[src/sys_cfg_pkg.sv]
package sys_cfg_pkg;

  // ******************************************************
  // bus and register map
  // ******************************************************
  localparam int ADDR_W = 32;
  localparam int DATA_W = 32;
  localparam logic [7:0] OFF_GUARD = 8'h00;
  localparam logic [7:0] OFF_RAMSZ = 8'h04;
  localparam logic [7:0] OFF_FLASH = 8'h08;
  localparam logic [7:0] OFF_STATUS = 8'h0C;

  // ******************************************************
  // field layouts and reset values
  // ******************************************************
  localparam logic [15:0] GUARD_KEY = 16'h0096;
  localparam logic [15:0] GUARD_RST = 16'h0000;
  localparam logic [2:0] RAM_CODE_RST = 3'h2;
  localparam logic [4:0] RAMSZ_FIXED = 5'h04;
  localparam int RAMSZ_FIXED_POS = 3;
  localparam int RAMSZ_RSV_POS = 8;
  localparam logic [1:0] WAIT_RST = 2'h1;
  localparam int READY_POS = 7;
  localparam logic [2:0] RAM_CODE_MAX = 3'h2;

  // ******************************************************
  // ram sizes in bytes per code
  // ******************************************************
  localparam logic [11:0] RAM_512B = 12'h200;
  localparam logic [11:0] RAM_1KB = 12'h400;
  localparam logic [11:0] RAM_2KB = 12'h800;

  // ******************************************************
  // flash read sequencer
  // ******************************************************
  localparam int WAIT_W = 2;

endpackage : sys_cfg_pkg

[src/flash_wait_seq.sv]
`timescale 1ns/1ps

// counts a flash read access out over the programmed wait count plus one cycles
module flash_wait_seq (
  input wire logic hclk,
  input wire logic hresetn,
  input wire logic [sys_cfg_pkg::WAIT_W-1:0] wait_count,
  input wire logic rd_start,
  output logic rd_busy,
  output logic rd_done
);
  import sys_cfg_pkg::*;

  typedef enum logic {IDLE, RUN} seq_e;

  seq_e state_r;
  seq_e state_nxt;
  logic [WAIT_W-1:0] cnt_r;
  logic [WAIT_W-1:0] cnt_nxt;
  wire last_cycle = (cnt_r == '0);

  always_comb begin
    state_nxt = state_r;
    cnt_nxt = cnt_r;
    case (state_r)
      IDLE: begin
        if (rd_start) begin
          state_nxt = RUN;
          cnt_nxt = wait_count;
        end
      end
      RUN: begin
        if (last_cycle) begin
          state_nxt = IDLE;
        end else begin
          cnt_nxt = cnt_r - 2'h1;
        end
      end
      default: begin
        state_nxt = IDLE;
      end
    endcase
  end

  always_ff @(posedge hclk or negedge hresetn) begin
    if (!hresetn) begin
      state_r <= IDLE;
      cnt_r <= '0;
    end else begin
      state_r <= state_nxt;
      cnt_r <= cnt_nxt;
    end
  end

  assign rd_busy = (state_r == RUN);
  assign rd_done = (state_r == RUN) && last_cycle;

endmodule : flash_wait_seq

[src/sys_misc_cfg.sv]
// Function
// - The write guard is released only while the key field holds 0x0096.
// - While guarded, writes to guarded bits are dropped silently.
// - The 3-bit RAM size code selects 512B, 1KB or 2KB and resets to 0x2.
// - A read-only flag reads 1 when flash may be accessed, 0 otherwise.
// - Each flash read takes wait count plus one cycles; the count resets to 1.
// - A released guard stays released until software writes another key.
`timescale 1ns/1ps

module sys_misc_cfg (
  input wire logic hclk,
  input wire logic hresetn,
  input wire logic hsel,
  input wire logic [sys_cfg_pkg::ADDR_W-1:0] haddr,
  input wire logic [1:0] htrans,
  input wire logic hwrite,
  input wire logic [2:0] hsize,
  input wire logic [sys_cfg_pkg::DATA_W-1:0] hwdata,
  input wire logic hready,
  output logic [sys_cfg_pkg::DATA_W-1:0] hrdata,
  output logic hreadyout,
  output logic hresp,
  input wire logic flash_rd_req,
  input wire logic flash_prohibit,
  output logic flash_rd_ack,
  output logic flash_rd_busy,
  output logic [2:0] ram_size_code,
  output logic [11:0] ram_limit_bytes,
  output logic guard_open
);
  import sys_cfg_pkg::*;

  // ******************************************************
  // address phase capture
  // ******************************************************
  wire addr_valid = hsel && hready && htrans[1];
  logic wr_pend_r;
  logic [7:0] wr_addr_r;

  always_ff @(posedge hclk or negedge hresetn) begin
    if (!hresetn) begin
      wr_pend_r <= 1'b0;
      wr_addr_r <= 8'h00;
    end else begin
      wr_pend_r <= addr_valid && hwrite;
      wr_addr_r <= haddr[7:0];
    end
  end

  // ******************************************************
  // register file
  // ******************************************************
  logic [15:0] guard_key_field_r;
  logic [2:0] ram_size_code_r;
  logic ram_rsv_r;
  logic [1:0] flash_read_wait_count_r;

  wire guard_released = (guard_key_field_r == GUARD_KEY);
  wire wr_guard = wr_pend_r && (wr_addr_r == OFF_GUARD);
  wire wr_ramsz = wr_pend_r && (wr_addr_r == OFF_RAMSZ) && guard_released;
  wire wr_flash = wr_pend_r && (wr_addr_r == OFF_FLASH) && guard_released;

  always_ff @(posedge hclk or negedge hresetn) begin
    if (!hresetn) begin
      guard_key_field_r <= GUARD_RST;
      ram_size_code_r <= RAM_CODE_RST;
      ram_rsv_r <= 1'b0;
      flash_read_wait_count_r <= WAIT_RST;
    end else begin
      if (wr_guard) begin
        guard_key_field_r <= hwdata[15:0];
      end
      if (wr_ramsz) begin
        ram_size_code_r <= hwdata[2:0];
        ram_rsv_r <= hwdata[RAMSZ_RSV_POS];
      end
      if (wr_flash) begin
        flash_read_wait_count_r <= hwdata[1:0];
      end
    end
  end

  // ******************************************************
  // ram limit decode
  // ******************************************************
  wire [11:0] ram_limit =
    (ram_size_code_r == 3'h0) ? RAM_512B :
    (ram_size_code_r == 3'h1) ? RAM_1KB : RAM_2KB;

  assign ram_size_code = ram_size_code_r;
  assign ram_limit_bytes = ram_limit;
  assign guard_open = guard_released;

  // ******************************************************
  // flash ready flag and read sequencer
  // ******************************************************
  logic flash_ready_flag_r;

  always_ff @(posedge hclk or negedge hresetn) begin
    if (!hresetn) begin
      flash_ready_flag_r <= 1'b1;
    end else begin
      flash_ready_flag_r <= !flash_prohibit;
    end
  end

  wire seq_busy;
  wire seq_done;
  wire rd_start = flash_rd_req && !seq_busy && flash_ready_flag_r;

  flash_wait_seq u_seq (
    .hclk(hclk),
    .hresetn(hresetn),
    .wait_count(flash_read_wait_count_r),
    .rd_start(rd_start),
    .rd_busy(seq_busy),
    .rd_done(seq_done)
  );

  assign flash_rd_ack = seq_done;
  assign flash_rd_busy = seq_busy;

  // ******************************************************
  // read data
  // ******************************************************
  wire [15:0] guard_word = guard_key_field_r;
  wire [15:0] ramsz_word = {7'h00, ram_rsv_r, RAMSZ_FIXED, ram_size_code_r};
  wire [15:0] flash_word = {8'h00, flash_ready_flag_r, 5'h00,
                            flash_read_wait_count_r};
  wire [15:0] status_word = {13'h0000, seq_busy, guard_released,
                             ram_size_code_r > RAM_CODE_MAX};
  wire [7:0] ra = haddr[7:0];
  wire [15:0] rd_sel =
    (ra == OFF_GUARD) ? guard_word :
    (ra == OFF_RAMSZ) ? ramsz_word :
    (ra == OFF_FLASH) ? flash_word :
    (ra == OFF_STATUS) ? status_word : 16'h0000;

  always_ff @(posedge hclk or negedge hresetn) begin
    if (!hresetn) begin
      hrdata <= 32'h00000000;
    end else if (addr_valid && !hwrite) begin
      hrdata <= {16'h0000, rd_sel};
    end
  end

  assign hreadyout = 1'b1;
  assign hresp = 1'b0;

endmodule : sys_misc_cfg

[config.mk]
export PLATFORM = sky130hd
export DESIGN_NAME = sys_misc_cfg
export DESIGN_NICKNAME = d
export VERILOG_FILES = /design/src/sys_cfg_pkg.sv /design/src/flash_wait_seq.sv /design/src/sys_misc_cfg.sv
export SDC_FILE = /design/constraint.sdc
export NUM_CORES = 1
export LEC_CHECK = 0
export BUFFER_PORTS_ARGS = -buffer_cell sky130_fd_sc_hd__clkbuf_2
export CAP_MARGIN = 20
export CORE_MARGIN = 2
export CORE_UTILIZATION = 44
export DETAILED_ROUTE_END_ITERATION = 10
export MAX_ROUTING_LAYER = met4
export PLACE_DENSITY = 0.79
export SLEW_MARGIN = 20
export SYNTH_ARGS = -nofsm -noshare
export SYNTH_HDL_FRONTEND = slang
export SYNTH_SLANG_ARGS = --single-unit
[constraint.sdc]
create_clock -name hclk -period 1.86 [get_ports hclk]
set_input_delay 0.186 -clock hclk [delete_from_list [all_inputs] [get_ports hclk]]
set_output_delay 0.186 -clock hclk [all_outputs]
set_load 0.01 [all_outputs]
After elaboration in Yosys (flattened, before gate mapping). Index checks and enable logic that the tools add are counted.

Output and inout bits: 52. Bits in registers: 51. Logic and storage cells: 54.

Muxes and demuxes: 12. Reduce and logical (&&, ||, !) cells: 20. Bitwise logic cells: 1. Eq/ne operators: 9. Magnitude comparators: 1. Add/subtract/negate cells: 1.

Operators with widths (number): $eq A8 B4 Y1 const B (3); $mux W12 (2); $eq A16 B8 Y1 const B (1); $eq A8 B3 Y1 const B (2); $logic_not A8 Y1 (2); $mux W16 (1); $logic_and A1 B1 Y1 (12); $mux W9 (1); $mux W8 (1); $mux W2 (2); $ne A2 B2 Y1 const B (2); $pmux W2 S2 (1); $eq A3 B1 Y1 const B (1); $gt A3 B2 Y1 const B (1); $logic_not A1 Y1 (3); $logic_not A3 Y1 (1); $mux W3 (1); $logic_not A2 Y1 (1); $mux W1 (2); $pmux W1 S2 (1); $reduce_and A2 Y1 (1); $sub A2 B1 Y2 const B (1); $not A1 Y1 (1).

Longest topological paths before layout.
Word-level depth: 5. Depth in mapped cells: 5. Depth with buffers taken out: 5.

Hierarchy. A second synthesis with hierarchy kept.

Cell total of the unflattened synthesis: 191. Area total of the unflattened synthesis: 2328.5 um^2.

Modules (own cells, without submodules): sys_misc_cfg (times used 1, cells each 174, area each 2160.8 um^2, seq. area each 1204.9 um^2); flash_wait_seq (times used 1, cells each 17, area each 167.7 um^2, seq. area each 75.1 um^2).

Least setup slack after synthesis. OpenSTA, ideal clock, no wires.

Kind: register -> register. Start: register guard_key_field_r[10]. End: register ram_rsv_r. Required time: 1.735 ns. Path slack: 0.137 ns. Period minus slack after synthesis: 1.723 ns. Arrival: 1.598 ns. Path buffers: 0. Stages on the path, launching flop included: 5. Library setup time: 0.125 ns. Cell sequence: dfrtp_1 > nor4_1 > nand4_1 > nor4_2 > mux2_2.

Cells in the longest elaborated chain, start to end: 2.

Ends and longest elaborated chain: start, declared (RTL line sys_misc_cfg.sv:53) `logic [15:0] guard_key_field_r;`; start signal, assigned (RTL line sys_misc_cfg.sv:71) `guard_key_field_r <= hwdata[15:0];`; $eq A16 B8 Y1 (RTL line sys_misc_cfg.sv:58) `wire guard_released = (guard_key_field_r == GUARD_KEY);`; $logic_and A1 B1 Y1 (RTL line sys_misc_cfg.sv:60) `wire wr_ramsz = wr_pend_r && (wr_addr_r == OFF_RAMSZ) && guard_released;`; end signal, assigned (RTL line sys_misc_cfg.sv:75) `ram_rsv_r <= hwdata[RAMSZ_RSV_POS];`; end, declared (RTL line sys_misc_cfg.sv:55) `logic ram_rsv_r;`.

No other way between the ends. A chain may end at the register's enable or synchronous reset.

Worst setup path after layout.
Start: register guard_key_field_r[6]. End: register ram_size_code_r[0], in the netlist ram_size_code[0].

Cells in the longest elaborated chain, start to end: 2.

Ends and longest elaborated chain: $eq A16 B8 Y1 (RTL line sys_misc_cfg.sv:58); $logic_and A1 B1 Y1 (RTL line sys_misc_cfg.sv:60); end signal, assigned (RTL line sys_misc_cfg.sv:74) `ram_size_code_r <= hwdata[2:0];`; end, declared (RTL line sys_misc_cfg.sv:54) `logic [2:0] ram_size_code_r;`.

No other way between the ends.

==> flow_summary.yaml <==
sta:
  max_clock_freq_mhz: 543
  grt_setup_unrepaired: "yes"
  fin_crit_ns: 1.84
  finalClockSkew_ns: 0.00726
  setup_violations: 0
  period_share: 0.991
  maxSlewViolCount: 0
  hold_viol_final: 0
layout:
  area_growth_pct: 25.9
  fillers: 456
  final_util: 0.576
  multi_input_comb_area_um2: 915
  antenna_cells: 0
  finalNonFillerCells: 344
  regArea_um2: 1280
  fin_nets: 350
  stdcell_area_um2: 2940
  drive_gt1_frac: 0.449
synth:
  synth_area_leaders: "dfrtp_1 51%, mux2_2 11%, buf_4 9.3%"
  synth-edff-count: 0
  syn_inst: 190
  yosysWarnings: 0
  synth_top_cell_by_area: "dfrtp_1"
  ys.flop_type: "dfrtp_1"
  synthArstFlopShare: 1.00
  synth_seq_cells: 51
  synth.top_cell.area_share: 0.514
  ys_seq_area_frac: 0.548
  syn_avg_cell_area_um2: 12.3
  syn-cell-area_um2: 2330
  synthDistinctLibCells: 40
place:
  postPlaceCellArea_um2: 2710
  dpl.cell_count: 328
  hpwl_um: 3540
  place_congestion: 0.815
  io_buffers: 56
grt:
  grt_usage: 0.168
  grt_pass1_wl_um: 7630
  grt_max_degree: 23
  grt_pass1_vias: 1596
  antenna_found_initial: 0
  grt-ovfl-total: 0
drt:
  ant_nets: 0
  vias: 1623
  totalWireLength_um: 4690
  routedWlPerCell_um: 13.6
  drt_iter0_drc: 30
  dr.pass1.iters: 4
  drc: 0
  vias_per_cell: 4.72
worst_setup_path:
  max_stage_delay_ns: 0.40
  crit_cells: 5
  cp-start-kind: "register"
  criticalPathCategory: "register to register"
  critical_path.cell_chain: "nor4bb_2 -> nand4_1 -> nor4_2 -> buf_4 -> mux2_4"
  critPathRequiredTime_ns: 2.05
  slowest_stage: "dfrtp_1"
  cp_top_family: "simple AND/OR/NAND/NOR gates"
  reg2reg_depth: 5
  crit_buf_inv: 1
  cp.arrival_ns: 2.03
  worstPathMaxFanout: 3
  endpoint_kind: "register"
power:
  powerDensity_nw_per_um2: 795
  leakagePower_nw: 1.47
  irDropWorstVdd_mv: 0.423
floorplanning:
  coreArea_um2: 5110
  start_util: 0.457
  die-height_um: 76.8
  dieArea_um2: 5910
  ioPinCount: 128
  die_w_um: 76.8
  row_count: 26
worst_hold_path:
  worst_hold_path_type: "input pin to register"
  hold_path_depth: 1
clocking:
  path_clk_slew_ns: 0.09
  cts_made_buffers: 5
  cts_root_buf: "clkbuf_8"
  insertion_delay_ns: 0.30
  cts_tree: "built"
  cts.htree.levels: 2
  clock_path_buffers: 2
  numClockSinks: 51
run:
  drv_cap: 0
outcome:
  status: "finished clean"
==> through the flow <==
stage          worst slack (ns)  total power, mW  hold slack (ns)  setup TNS (ns)
6_report                 0.0168             2.34           0.0377               0
5_1_grt                 -0.0854             2.45           0.0210          -0.340
4_1_cts                  0.0146             2.36          0.00291               0
3_5_place_dp             -0.132             1.58            0.126          -0.417
3_3_place_gp            -0.0956             1.56            0.123          -0.289
2_1_floorplan             0.137             1.47           -0.110               0
==> state kept, by name, summed over array words and instances (netlist names) <==
register                 count
ram_size_code                3
guard_key_field_r           16
u_seq.rd_busy                1
hrdata                      16
u_seq.cnt_r                  2
wr_pend_r                    1
ram_rsv_r                    1
flash_read_wait_count_r      2
wr_addr_r                    8
flash_ready_flag_r           1
==> Yosys cell counts (3+ instances only) <==
library cell	count
o21ai_0	3
a22o_1	10
nand3_1	7
inv_1	7
nor4_1	5
mux2i_1	3
buf_4	29
nor2_1	7
mux2_2	23
dfrtp_1	48
nand2_1	10
dfstp_2	3
==> logic make-up after synthesis <==
kind of cell             count (synthesis)  share of synthesized area
adder cells (fa/ha/maj)                  1                    0.00536
AND/OR/NAND/NOR                         48                      0.130
other                                    2                    0.00322
AO/OA/AOI/OAI                           23                     0.0740
flip-flops                              51                      0.548
multiplexers                            26                      0.124
buffers and inverters                   39                      0.116
==> cells in the final DEF, fill, tap and decap left out, types with 2 or more instances in the layout <==
cell / instances
mux2i_1: 3
dfstp_2: 3
nor2_1: 7
o21ai_0: 3
mux2_2: 20
o211ai_1: 2
inv_1: 6
nand2_1: 10
mux2_4: 3
nor4_1: 3
conb_1: 27
dlygate4sd3_1: 6
nor4_2: 3
o31ai_1: 2
clkbuf_8: 5
clkbuf_2: 55
dfrtp_1: 48
a22o_1: 10
nand3_1: 7
and2_1: 2
a21oi_1: 2
nor4bb_2: 2
buf_4: 20
==> worst register-to-register path, cell delays in order (launching register included) <==
cell and delay, ns:
dfrtp_1 0.40, nor4bb_2 0.32, nand4_1 0.23, nor4_2 0.26
buf_4 0.21, mux2_4 0.30
==> power by group <==
| group | switching, mW | total, mW | internal (mW) | leakage, nW |
|---|---|---|---|---|
| clock | 0.367 | 0.773 | 0.405 | 0.0548 |
| combinational | 0.183 | 0.339 | 0.156 | 0.773 |
| sequential | 0.0494 | 1.23 | 1.18 | 0.638 |
==> final timing paths <==
kind | end | start | slack, ns
max | ram_size_code[0] | guard_key_field_r[6] | 0.02
min | wr_addr_r[0] | haddr[0] | 0.04
max reg2reg | ram_size_code[0] | guard_key_field_r[6] | 0.02
min reg2reg | hrdata[2] | hrdata[2] | 0.49
max in group asynchronous | guard_key_field_r[0] | hresetn | 0.97
min in group asynchronous | wr_addr_r[6] | hresetn | 0.33
==> layout make-up <==
type | count | share of cell area
Clock buffer | 5 | 0.0234
Sequential cell | 51 | 0.435
Multi-Input combinational cell | 125 | 0.311
Tap cell | 70 | 0.0298
Clock inverter | 3 | 0.0157
Inverter | 7 | 0.00894
Timing Repair Buffer | 83 | 0.176
==> routing by layer <==
layer	wire [um]	global-route usage	vias up
li1	-	-	788
met1	2120	0.220	775
met2	2250	0.267	52
met3	254	0.0412	8
met4	60	0.0382	0
met5	0	-	-
==> repair_timing <==
action / CTS / global route
cloned: 0 / 0
pin swaps: 2 / 0
hold endpoints to repair: 14 / 1
setup endpoints to repair: 5 / 7
buffers inserted: 1 / 1
resized for setup: 6 / 4
hold buffers: 5 / 1
Note: power is estimated with default switching activity, not from simulation.
